## src/wba_map.svh

```systemverilog
/*
 alu map: field positions, operation codes, reset values and operand limits for the word/byte alu.
 assumes: included by its bare name from the package and the alu modules.
*/
`ifndef WBA_MAP_SVH
`define WBA_MAP_SVH

// processor status field positions
`define WBA_PS_C 0
`define WBA_PS_V 1
`define WBA_PS_Z 2
`define WBA_PS_N 3
`define WBA_PS_TRACE 4
`define WBA_PS_PRIO_LO 5
`define WBA_PS_PRIO_HI 7

// instruction fields
`define WBA_BYTE_BIT 15
`define WBA_XREG_LO 6
`define WBA_XREG_HI 8

// reset values
`define WBA_PS_RESET 8'h00

// operation codes
`define WBA_OP_COPY 4'h0
`define WBA_OP_ADD 4'h1
`define WBA_OP_SUB 4'h2
`define WBA_OP_TEST 4'h3
`define WBA_OP_CLRM 4'h4
`define WBA_OP_SETM 4'h5
`define WBA_OP_XOR 4'h6
`define WBA_OP_CACC 4'h7
`define WBA_OP_BDED 4'h8
`define WBA_OP_SFILL 4'h9
`define WBA_OP_SLOAD 4'hA

// operand limits for carry-accumulate
`define WBA_WORD_MAXPOS 16'h7FFF
`define WBA_WORD_ALL1 16'hFFFF
`define WBA_BYTE_MAXPOS 8'h7F
`define WBA_BYTE_ALL1 8'hFF

`endif

```

## src/wba_pkg.sv

```systemverilog
/*
 package: carrier types of the word/byte alu.
 assumes: wba_map.svh is on the include path.
*/
`include "wba_map.svh"

package wba_pkg;

   typedef struct packed {
      logic n;
      logic z;
      logic v;
      logic c;
   } wba_flags_t;

   typedef struct packed {
      logic valid;
      logic [15:0] instr;
      logic [3:0] op;
      logic [15:0] src;
      logic [15:0] dst;
      logic [15:0] xreg;
      logic dstIsReg;
   } wba_req_t;

   typedef struct packed {
      logic valid;
      logic write;
      logic [15:0] data;
      logic byteMode;
   } wba_res_t;

   typedef enum logic [2:0] {
      WBA_IDLE = 3'b001,
      WBA_READ = 3'b010,
      WBA_WRITE = 3'b100
   } wba_state_t;

   typedef struct packed {
      logic [7:0] ps;
      wba_state_t st;
      wba_req_t req;
      wba_res_t res;
      logic readReq;
      logic [2:0] xSel;
      logic ready;
      logic [31:0] prdata;
      logic pready;
      logic [3:0] opCtl;
   } wba_core_t;

endpackage

```

## src/wba_calc.sv

```systemverilog
/*
 wba_calc: combinational result and flag generation for one operation, word or byte.
 assumes: operands and current flags valid in the same cycle; no state.
*/
`timescale 1ns/1ps
`include "wba_map.svh"

module wba_calc (
   // operation
   input wire logic [3:0] op,
   input wire logic byteMode,
   // operands
   input wire logic [15:0] src,
   input wire logic [15:0] dst,
   input wire logic [15:0] xreg,
   input wire logic dstIsReg,
   input wire wba_pkg::wba_flags_t flagsIn,
   input wire logic [7:0] psIn,
   // results
   output wba_pkg::wba_flags_t flagsOut,
   output logic [15:0] result,
   output logic writeBack,
   output logic [7:0] psOut
);
   logic [16:0] sum;
   logic [15:0] r;
   logic sgn;
   logic zer;
   logic msbS;
   logic msbD;
   logic msbR;

   always_comb begin
      sum = 17'h0;
      r = 16'h0000;
      writeBack = 1'b1;
      psOut = psIn;
      flagsOut = flagsIn;
      case (op)
         `WBA_OP_COPY: begin
            r = src;
            if (byteMode && dstIsReg) begin
               r = {{8{src[7]}}, src[7:0]};
            end
         end
         `WBA_OP_ADD: begin
            sum = {1'b0, dst} + {1'b0, src};
            r = sum[15:0];
         end
         `WBA_OP_SUB: begin
            sum = {1'b0, dst} - {1'b0, src};
            r = sum[15:0];
         end
         `WBA_OP_TEST: begin
            r = src & dst;
            writeBack = 1'b0;
         end
         `WBA_OP_CLRM: r = dst & ~src;
         `WBA_OP_SETM: r = dst | src;
         `WBA_OP_XOR: r = dst ^ xreg;
         `WBA_OP_CACC: begin
            sum = {1'b0, dst} + {16'h0000, flagsIn.c};
            r = sum[15:0];
         end
         `WBA_OP_BDED: begin
            sum = {1'b0, dst} - {16'h0000, flagsIn.c};
            r = sum[15:0];
         end
         `WBA_OP_SFILL: r = flagsIn.n ? 16'hFFFF : 16'h0000;
         `WBA_OP_SLOAD: begin
            writeBack = 1'b0;
            psOut = src[7:0];
            psOut[`WBA_PS_TRACE] = psIn[`WBA_PS_TRACE];
         end
         default: writeBack = 1'b0;
      endcase
      // add/sub have no byte form
      if (byteMode && op != `WBA_OP_ADD && op != `WBA_OP_SUB && op != `WBA_OP_COPY) begin
         r = {dst[15:8], r[7:0]};
      end
      result = r;
      if (byteMode && op != `WBA_OP_ADD && op != `WBA_OP_SUB) begin
         sgn = r[7];
         zer = (r[7:0] == 8'h00);
         msbS = src[7];
         msbD = dst[7];
         msbR = r[7];
      end else begin
         sgn = r[15];
         zer = (r == 16'h0000);
         msbS = src[15];
         msbD = dst[15];
         msbR = r[15];
      end
      case (op)
         `WBA_OP_COPY, `WBA_OP_TEST, `WBA_OP_CLRM, `WBA_OP_SETM, `WBA_OP_XOR: begin
            flagsOut.n = sgn;
            flagsOut.z = zer;
            flagsOut.v = 1'b0;
         end
         `WBA_OP_ADD: begin
            flagsOut.n = sgn;
            flagsOut.z = zer;
            flagsOut.v = (msbS == msbD) && (msbR != msbD);
            flagsOut.c = sum[16];
         end
         `WBA_OP_SUB: begin
            flagsOut.n = sgn;
            flagsOut.z = zer;
            flagsOut.v = (msbS != msbD) && (msbR == msbS);
            flagsOut.c = sum[16];
         end
         `WBA_OP_CACC: begin
            flagsOut.n = sgn;
            flagsOut.z = zer;
            if (byteMode) begin
               flagsOut.v = flagsIn.c && dst[7:0] == `WBA_BYTE_MAXPOS;
               flagsOut.c = flagsIn.c && dst[7:0] == `WBA_BYTE_ALL1;
            end else begin
               flagsOut.v = flagsIn.c && dst == `WBA_WORD_MAXPOS;
               flagsOut.c = flagsIn.c && dst == `WBA_WORD_ALL1;
            end
         end
         `WBA_OP_BDED: begin
            flagsOut.n = sgn;
            flagsOut.z = zer;
            if (byteMode) begin
               flagsOut.v = dst[7:0] == 8'h80;
               flagsOut.c = flagsIn.c && dst[7:0] == 8'h00;
            end else begin
               flagsOut.v = dst == 16'h8000;
               flagsOut.c = flagsIn.c && dst == 16'h0000;
            end
         end
         `WBA_OP_SFILL: begin
            flagsOut.z = ~flagsIn.n;
            flagsOut.v = 1'b0;
         end
         `WBA_OP_SLOAD: begin
            flagsOut = src[3:0];
         end
         default: flagsOut = flagsIn;
      endcase
   end
endmodule

```

## src/wba_alu.sv

```systemverilog
/*
 wba_alu: word/byte alu with flags and processor status, with an apb port for status and control.
 assumes: decoder presents one request, waits for rdDst pulse then supplies dst; single clock.
*/
// The APB interface to the registers and the placing of the registers were left to the implementer.
`timescale 1ns/1ps
`include "wba_map.svh"


module wba_alu (
   // clock and reset
   input wire logic clk,
   input wire logic rst_n,
   // operation request
   input wire logic reqValid,
   input wire logic [15:0] reqInstr,
   input wire logic [3:0] reqOp,
   input wire logic [15:0] reqSrc,
   input wire logic dstIsReg,
   // destination read and register file
   output logic rdDst,
   input wire logic [15:0] rdData,
   output logic [2:0] xregSel,
   input wire logic [15:0] xregData,
   // result
   output logic reqReady,
   output logic resValid,
   output logic resWrite,
   output logic resByte,
   output logic [15:0] resData,
   output logic [7:0] psOut,
   // apb
   input wire logic psel,
   input wire logic penable,
   input wire logic pwrite,
   input wire logic [11:0] paddr,
   input wire logic [31:0] pwdata,
   output logic [31:0] prdata,
   output logic pready,
   output logic pslverr
);
   localparam logic [11:0] ADDR_PS = 12'h000;
   localparam logic [11:0] ADDR_CTL = 12'h004;

   logic rstQ1;
   logic rstQ2;
   wba_pkg::wba_core_t q;
   wba_pkg::wba_core_t next_q;
   wba_pkg::wba_flags_t calcFlags;
   logic [15:0] calcRes;
   logic calcWb;
   logic [7:0] calcPs;
   logic byteSel;
   logic slverr;
   logic next_slverr;

   always_ff @(posedge clk or negedge rst_n) begin
      if (!rst_n) begin
         rstQ1 <= 1'b0;
         rstQ2 <= 1'b0;
      end else begin
         rstQ1 <= 1'b1;
         rstQ2 <= rstQ1;
      end
   end

   assign byteSel = q.req.instr[`WBA_BYTE_BIT] && q.req.op != `WBA_OP_ADD && q.req.op != `WBA_OP_SUB
      && q.req.op != `WBA_OP_SLOAD && q.req.op != `WBA_OP_XOR;

   wba_calc u_calc (
      .op(q.req.op),
      .byteMode(byteSel),
      .src(q.req.src),
      .dst(q.req.dst),
      .xreg(q.req.xreg),
      .dstIsReg(q.req.dstIsReg),
      .flagsIn(q.ps[3:0]),
      .psIn(q.ps),
      .flagsOut(calcFlags),
      .result(calcRes),
      .writeBack(calcWb),
      .psOut(calcPs)
   );

   always_comb begin
      next_q = q;
      next_slverr = 1'b0;
      next_q.res.valid = 1'b0;
      next_q.readReq = 1'b0;
      next_q.pready = 1'b0;
      case (q.st)
         wba_pkg::WBA_IDLE: begin
            if (reqValid && q.ready) begin
               next_q.req.valid = 1'b1;
               next_q.req.instr = reqInstr;
               next_q.req.op = reqOp;
               next_q.req.src = reqSrc;
               next_q.req.dstIsReg = dstIsReg;
               next_q.xSel = reqInstr[`WBA_XREG_HI:`WBA_XREG_LO];
               next_q.ready = 1'b0;
               if (reqOp == `WBA_OP_SLOAD) begin
                  next_q.st = wba_pkg::WBA_WRITE;
               end else begin
                  next_q.readReq = 1'b1;
                  next_q.st = wba_pkg::WBA_READ;
               end
            end
         end
         wba_pkg::WBA_READ: begin
            next_q.req.dst = rdData;
            next_q.req.xreg = xregData;
            next_q.st = wba_pkg::WBA_WRITE;
         end
         wba_pkg::WBA_WRITE: begin
            next_q.ps = {calcPs[7:4], calcFlags};
            if (q.req.op != `WBA_OP_SLOAD) begin
               next_q.ps[7:4] = q.ps[7:4];
            end
            next_q.res.valid = 1'b1;
            next_q.res.write = calcWb && q.opCtl[0] == 1'b0;
            next_q.res.data = calcRes;
            next_q.res.byteMode = byteSel && !(q.req.op == `WBA_OP_COPY && q.req.dstIsReg);
            next_q.req.valid = 1'b0;
            next_q.ready = 1'b1;
            next_q.st = wba_pkg::WBA_IDLE;
         end
         default: begin
            next_q.st = wba_pkg::WBA_IDLE;
            next_q.ready = 1'b1;
         end
      endcase
      if (psel && !penable) begin
         next_q.pready = 1'b1;
         case (paddr)
            ADDR_PS: next_q.prdata = {24'h000000, q.ps};
            ADDR_CTL: next_q.prdata = {25'h0, q.st, q.opCtl};
            default: begin
               next_q.prdata = 32'h00000000;
               next_slverr = 1'b1;
            end
         endcase
      end
      if (psel && penable && q.pready && pwrite) begin
         if (paddr == ADDR_PS && q.st == wba_pkg::WBA_IDLE) begin
            next_q.ps = pwdata[7:0];
         end
         if (paddr == ADDR_CTL) begin
            next_q.opCtl = pwdata[3:0];
         end
      end
   end

   always_ff @(posedge clk or negedge rstQ2) begin
      if (!rstQ2) begin
         q <= '0;
         q.ps <= `WBA_PS_RESET;
         q.st <= wba_pkg::WBA_IDLE;
         q.ready <= 1'b1;
         slverr <= 1'b0;
      end else begin
         q <= next_q;
         slverr <= next_slverr;
      end
   end

   always_comb begin
      rdDst = q.readReq;
      xregSel = q.xSel;
      reqReady = q.ready;
      resValid = q.res.valid;
      resWrite = q.res.write;
      resByte = q.res.byteMode;
      resData = q.res.data;
      psOut = q.ps;
      prdata = q.prdata;
      pready = q.pready;
      pslverr = slverr;
   end
endmodule

```

## config.mk

```make
export PLATFORM = sky130hd
export DESIGN_NAME = wba_alu
export DESIGN_NICKNAME = d
export VERILOG_FILES = /design/src/wba_pkg.sv /design/src/wba_calc.sv /design/src/wba_alu.sv
export VERILOG_INCLUDE_DIRS = /design/src /design/src/src
export SDC_FILE = /design/constraint.sdc
export NUM_CORES = 1
export LEC_CHECK = 0
export ABC_AREA = 1
export BUFFER_PORTS_ARGS = -buffer_cell sky130_fd_sc_hd__buf_2
export CAP_MARGIN = 40
export CORE_MARGIN = 1
export CORE_UTILIZATION = 24
export DETAILED_ROUTE_END_ITERATION = 7
export PLACE_DENSITY = 0.53
export SLEW_MARGIN = 20
export SYNTH_ARGS = -nofsm -noshare
export SYNTH_HDL_FRONTEND = slang
export SYNTH_SLANG_ARGS = --single-unit
```

## constraint.sdc

```tcl
create_clock -name clk -period 3.7 [get_ports clk]
set_input_delay 0.74 -clock clk [delete_from_list [all_inputs] [get_ports clk]]
set_output_delay 0.74 -clock clk [all_outputs]
set_load 0.005 [all_outputs]
```

# Word-level counts from Yosys, hierarchy flattened
# Cells that the tools add are included.
# totals
ff_bits	120
input_bits	119
out_inout_bits	66
elab_cells	137
# classes
addsub	4
eq_ne	30
mux	32
n_bitwise	8
n_reduce_logical	42
# ops
op	n
16-bit case mux with 10 select lines	1
16-bit 2-to-1 mux	3
40-bit 2-to-1 mux	1
16-bit AND	2
16-bit equality test, second input constant	2
16-bit zero test	2
8-bit 2-to-1 mux	4
1-bit logical AND	25
19-bit 2-to-1 mux	1
9-bit OR reduction	2
16-bit by 16-bit adder with 17-bit output	1
17-bit 2-to-1 mux	1
16-bit by 16-bit subtractor with 17-bit output	1
16-bit by 1-bit adder with 16-bit output	1
16-bit by 15-bit equality test with 1-bit output, second input constant	1
4-bit by 3-bit equality test with 1-bit output, second input constant	4
4-bit equality test, second input constant	4
8-bit equality test, second input constant	2
8-bit zero test	2
16-bit NOT	1
16-bit OR	1
8-bit case mux with 2 select lines	1
16-bit by 1-bit subtractor with 16-bit output	1
16-bit bitwise XOR	1
other kinds (31)	51

# Longest topological paths before layout
# Gate-level depths: netlist (run 1).
# logic_depth
word_depth	16
ltp_mapped	25
depth_no_buf	25

# Hierarchy
# A second synthesis (run 1) with hierarchy kept.
# unflattened
cells_unflattened	1598
hier_area_um2	10007.1
# modules_own_cells
module	instances	cells_each	area_each_um2	seq_area_each_um2
wba_calc	1	1012	5167.5	0.0
wba_alu	1	586	4839.6	2630.0

# Least setup slack after synthesis (run 1)
# No wires, ideal clock.
# synth_timing
path_type	register to register
start	register q[113] (netlist name)
end	register q (netlist bit psOut[1])
setup_ns	0.118
t_arrival_ns	2.791
t_required_ns	3.582
setup_slack_ns	0.791
path_stages_with_launch	22
n_path_buf	0
synth_period_minus_slack_ns	2.909
cell_sequence	dfrtp_1 > inv_2 > nor2_1 > nand2_1 > nand2_1 > ha_1 > nand2_1 > inv_1 > a21oi_1 > nor2_1 > nor2_1 > nand3_1 > a21oi_1 > nor2_1 > nand2_1 > nand3_1 > nand2_1 > nand2_1 > nand4_1 > nand3_1 > a21oi_1 > nor2_1
# synth_rtl
element	line_no	text
start: declaration	wba_alu.sv:47	wba_pkg::wba_core_t q;
start signal: assignment	wba_alu.sv:161	q <= next_q;

==> flow_summary.json, run 1 <==
{
  "outcome": "completed",
  "die_h_um": 199,
  "dp.final_hpwl_um": 28900,
  "diodes": 0,
  "synth_async_sr_flop_share_pct": 100,
  "io_buffers": 124,
  "skew_ps": 9.07,
  "synth_warnings": 0,
  "routed_via_density": 4.57,
  "p_comb_share_pct": 73.3,
  "wl_met2_um": 15600,
  "synth_largest_area_cell": "dfrtp_1",
  "cts_buffers": 9,
  "ys_ff_latch": 105,
  "h-tree-depth": 3,
  "drv_slew": 0,
  "wl_met3_um": 1710,
  "fin_crit_sh_pct": 91.5,
  "critPathLaunchType": "flip-flop",
  "cp.required_ps": 4000,
  "drtIter0Drc": 627,
  "yosysSeqAreaShare_pct": 28.3,
  "fin_area_mm2": 0.0110,
  "area_delta_synth_final_pct": 17.9,
  "tns_ps": 0,
  "track_usage_pct": 18.2,
  "cts-root-buf": "clkbuf_16",
  "grt_overflow": 0,
  "dr.pass1.iters": 5,
  "met1_length_um": 17400,
  "ys_top_cells_by_count": "nand2_1, inv_1, nand3_1",
  "drc_errors": 0,
  "clock_path_buffers": 2,
  "syn_area_mm2": 0.00930,
  "grt_pass1_wl_um": 54000,
  "synth_top_cell_area_share_pct": 27.7,
  "post-route-util_pct": 28.9,
  "ir_drop_mv": 0.348,
  "clkSlewWorstSetupHoldPaths_ps": 80,
  "worstMarginPinSlew_ps": 767,
  "synthFlopType": "dfrtp_1",
  "syn_area_per_cell_um2": 6.54,
  "synth_cell_type_count": 47,
  "p_switching_mw": 6.65,
  "grt_max_degree": 53,
  "swShare_pct": 55.7,
  "yosys-top-cells-area": "dfrtp_1, nand2_1, ha_1, inv_1, nand3_1",
  "maxCapViolations": 0,
  "postCtsHoldBufs": 0,
  "synth_most_common_cell": "nand2_1",
  "layout_min_cycle_time_ps": 3380,
  "power_mw": 11.9,
  "routabilityCongestion": 0.924,
  "worstSetupPathType": "flip-flop to flip-flop",
  "rsz0062_at_grt": "no",
  "p_clk_share_pct": 9.0,
  "cts_tree": "done",
  "dpl_cell_area_mm2": 0.0106,
  "antenna_found_initial": 1,
  "drt_wl_total_um": 35300,
  "crit_arrival_ps": 3680,
  "rows": 71,
  "cts.sinks": 105,
  "fp.dieW_um": 199,
  "fmax_mhz": 295,
  "initial_core_util_pct": 24.5,
  "drive_gt1_share_pct": 16.7,
  "path_max_fanout": 17,
  "intPower_mw": 5.28,
  "highest_layer": "met5",
  "grt_pass1_vias": 9154,
  "core-area_mm2": 0.0379,
  "num-fill-cells": 4287,
  "wl_per_cell_um": 17.0,
  "reg2regPathDepth": 25,
  "finalNetCount": 1745,
  "drtAntennaViolNets": 0,
  "syn-instance-count": 1423,
  "synth_edf_count": 0,
  "die-area_mm2": 0.0396,
  "setup_violations": 0,
  "vias": 9487,
  "end_kind": "flip-flop",
  "power_frac_seq_pct": 17.7,
  "relSlewSlack_pct": 48.7,
  "clock_latency_ps": 370,
  "power_density_mw_per_mm2": 1090,
  "leakagePower_nw": 5.74,
  "pin_count": 185,
  "final-hold-violation-count": 0,
  "hp-class": "input pin to asynchronous set/reset pin"
}
cells in the final DEF (no fill, tap or decap), drive strengths merged, types with 64 or more instances in the layout:
cell type  count
ha            64
nor2         114
nand3        111
buf          202
dfrtp        103
nand2        457
inv          187
a21oi         71
o21ai         78
final cells by class:
type	count	area [um2]	area share, %
Multi-Input combinational cell	1053	5440	49.6
Clock buffer	9	225	2.05
Clock inverter	7	95.1	0.867
Sequential cell	105	2630	24.0
Inverter	188	706	6.43
Timing Repair Buffer	202	1230	11.2
Tap cell	511	639	5.83
worst max-delay path: stages (launching register included):
cell and delay [ps]:
dfrtp_1 450, nor2_2 160, nand2_1 90, nand2_1 110
buf_12 170, inv_1 70, fa_1 440, inv_1 100
nand3_1 60, nand2_1 170, nand2_1 100, nand2_1 70
nand2_1 40, nand3_1 100, nand2_1 60, inv_1 60
nand4_1 200, a21oi_2 270, nand3_1 90, nor2_1 110
nand2_1 50, nand2_1 50, nand2_1 40, nand2_1 50
nand2_1 60, a21oi_2 100
per-layer routing:
metal | vias up | GRT usage, %
met5 | - | 0
met4 | 2 | 4.05
li1 | 4780 | -
met2 | 255 | 28.5
met3 | 37 | 2.66
met1 | 4413 | 26.1
worst paths after layout:
path / start / end / slack, ps
setup / recovery: q[110]$_DFFE_PN0P_ / psOut[2]$_DFF_PN0_ / 320
hold / removal: rst_n / rstQ2$_DFF_PN0_ / 130
min in group clk: rstQ1$_DFF_PN0_ / rstQ2$_DFF_PN0_ / 360
max in group asynchronous: rstQ2$_DFF_PN0_ / resData[10]$_DFFE_PN0P_ / 2460
hold reg to reg: rstQ1$_DFF_PN0_ / rstQ2$_DFF_PN0_ / 360
setup reg to reg: q[110]$_DFFE_PN0P_ / psOut[2]$_DFF_PN0_ / 320
power by group through the flow:
stage / combinational (mW) / sequential (mW) / clock [mW]
final: 8.74 / 2.11 / 1.08
after global routing: 9.74 / 2.16 / 1.14
after CTS: 8.64 / 2.10 / 1.10
after detailed placement: 8.59 / 2.12 / 0
after global placement: 8.55 / 2.10 / 0
after floorplan: 5.42 / 1.99 / 0
sequential cells by signal, summed over array words and instances, names as in the netlist:
signal / cells
resWrite: 1
q: 64
rstQ2: 1
rdDst: 1
reqReady: 1
resData: 16
pslverr: 1
pready: 1
prdata: 8
resValid: 1
resByte: 1
rstQ1: 1
psOut: 8
what timing repair did:
item | 4_1_cts | 5_1_grt
resized for setup | 0 | 3
setup endpoints to repair | 0 | 1
buffers inserted | 0 | 1
per-stage QoR:
stage | hold WS, ps | std cells | setup slack, ps
final | 135 | 2075 | 316
after global routing | 117 | 2075 | 26.2
after CTS | 128 | 2074 | 247
after detailed placement | 343 | 2058 | 273
after global placement | 338 | 2055 | 307
after floorplan | 331 | 1446 | 562
cell families (layout without fill, tap and decap cells):
kind of cell | Yosys count | in the layout | synth area share, %
simple gates | 743 | 743 | 34.1
buf+inv | 288 | 406 | 14.4
compound gates | 205 | 205 | 12.6
flops | 105 | 105 | 28.3
fa+ha+maj | 67 | 67 | 9.25
xor+xnor | 8 | 8 | 0.753
mux | 5 | 5 | 0.605
other cells | 2 | 25 | 0.0807
(Power assumes the default switching activity.)
==> run 2: changes to the inputs <==
--- a/config.mk
+++ b/config.mk
@@ -9,6 +9,7 @@
 export ABC_AREA = 1
 export BUFFER_PORTS_ARGS = -buffer_cell sky130_fd_sc_hd__buf_2
 export CAP_MARGIN = 40
+export CORE_ASPECT_RATIO = 0.7
 export CORE_MARGIN = 1
 export CORE_UTILIZATION = 24
 export DETAILED_ROUTE_END_ITERATION = 7
==> flow_summary.json, run 2 (same netlist as run 1, synthesis figures left out) <==
{
  "routabilityCongestion": 0.963,
  "rsz0062_at_grt": "no",
  "post_cts_buffers": 0,
  "area_delta_synth_final_pct": 15.9,
  "top_usage_layer": "met1",
  "hp-class": "input pin to asynchronous set/reset pin",
  "fp.dieW_um": 237,
  "drtAntennaViolNets": 0,
  "final_cell_mix": "nand2_1, inv_1, buf_2",
  "skew_ps": 14.9,
  "grt_max_degree": 50,
  "top_register": "q",
  "drt_wl_total_um": 37600,
  "drtIter0Drc": 1074,
  "tns_ps": 0,
  "fin_area_mm2": 0.0108,
  "grt.met2_usage_pct": 23.8,
  "worstMarginPinSlew_ps": 887,
  "relSlewSlack_pct": 40.7,
  "io_buffers": 124,
  "routed_via_density": 4.76,
  "post-route-util_pct": 28.6,
  "pin_count": 185,
  "wl_per_cell_um": 18.5,
  "fin_ws_ps": 293,
  "initial_core_util_pct": 24.7,
  "clock_path_buffers": 2,
  "die_h_um": 167,
  "met1_usage_pct": 31.9,
  "clock_latency_ps": 390,
  "path_max_fanout": 9,
  "reg2regPathDepth": 19,
  "grt_pass1_wl_um": 56200,
  "final-hold-violation-count": 0,
  "critical_path.cell_chain": "inv_1, ha_1, nor2_1, nand3_1, nand3_1, nand2_1, a21oi_1, nor2_1, nor2_1, nand2_1, a21oi_4, nand2_1, nor2_1, nand2_1, nand2_1, nand2_1, nand2_1, nand2_1, a21oi_2",
  "leakagePower_nw": 5.63,
  "h-tree-depth": 3,
  "layout_min_cycle_time_ps": 3410,
  "fmax_mhz": 293,
  "clkSlewWorstSetupHoldPaths_ps": 80,
  "drc_errors": 0,
  "track_usage_pct": 19.1,
  "cts-root-buf": "clkbuf_16",
  "worst_path_max_delay_cell": "dfrtp_1",
  "fin_crit_sh_pct": 92.1,
  "outcome": "completed",
  "crit_arrival_ps": 3730,
  "die-area_mm2": 0.0396,
  "dpl_cell_area_mm2": 0.0105,
  "cpMostUsedCell": "nand2_1",
  "worstSetupPathType": "flip-flop to flip-flop",
  "setup_violations": 0,
  "dr.pass1.iters": 5,
  "ir_drop_mv": 0.321,
  "power_density_mw_per_mm2": 1080,
  "cp.required_ps": 4020,
  "grt_use_met3_pct": 4.59,
  "vias": 9683,
  "dp.final_hpwl_um": 30600,
  "core-area_mm2": 0.0376,
  "largest_reg_flops": 64,
  "drv_slew": 0,
  "critPathLaunchType": "flip-flop",
  "finalNetCount": 1726,
  "maxCapViolations": 0,
  "cts_tree": "done",
  "cts.sinks": 105,
  "layout_commonest_cell": "nand2_1",
  "rows": 59,
  "cts_buffers": 9,
  "grt_overflow": 0,
  "end_kind": "flip-flop",
  "cp_slowest_stage_delay_ps": 540,
  "power_mw": 11.6,
  "place_worst_setup_slack_ps": 181,
  "antenna_found_initial": 4,
  "grt_pass1_vias": 8763,
  "drive_gt1_share_pct": 15.7
}
run 2: path summary, 6_finish.rpt:
kind	end	slack (ps)	start
min in group clk	rstQ2$_DFF_PN0_	360	rstQ1$_DFF_PN0_
hold / removal	rstQ2$_DFF_PN0_	120	rst_n
max in group asynchronous	reqReady$_DFFE_PN1P_	2420	rstQ2$_DFF_PN0_
hold reg to reg	pslverr$_DFF_PN0_	360	rstQ2$_DFF_PN0_
setup / recovery	psOut[2]$_DFF_PN0_	290	q[82]$_DFFE_PN0P_
setup reg to reg	psOut[2]$_DFF_PN0_	290	q[82]$_DFFE_PN0P_
run 2: layout make-up:
cell class / count / area, um2
fillers: 4190 / 26900
flip-flops and latches: 105 / 2630
inverters: 188 / 706
diodes: 3 / 7.51
clock buffers: 9 / 225
clock inverters: 7 / 67.6
well taps: 488 / 611
multi-input cells: 1053 / 5440
repair buffers: 183 / 1090
run 2: through the flow:
step	hold WS [ps]	instances
2_1_floorplan	331	1446
3_3_place_gp	340	2015
3_5_place_dp	344	2016
4_1_cts	104	2032
5_1_grt	106	2033
6_report	118	2036
run 2: power by group:
part           switching [mW]  internal (mW)  total, mW
Combinational            5.74           2.78       8.51
Clock                   0.521          0.477      0.998
Sequential              0.481           1.60       2.08
run 2: timing repair:
item	CTS	global route
endpoints found under the setup margin	0	2
gates resized for setup	0	3
hold buffers	0	0
run 2: layer usage:
layer,up-vias,wire [um]
met2,368,13500
met3,15,3450
met4,0,197
met1,4551,20400
met5,-,0
li1,4749,-
run 2: worst max-delay path, delay by kind of cell (launching register included):
kind	cells	cell delay, ps
AOI/OAI and AO/OA	3	550
buffers and inverters	1	150
DFF	1	540
adders and majority gates	1	440
and+or+nand+nor	14	1630
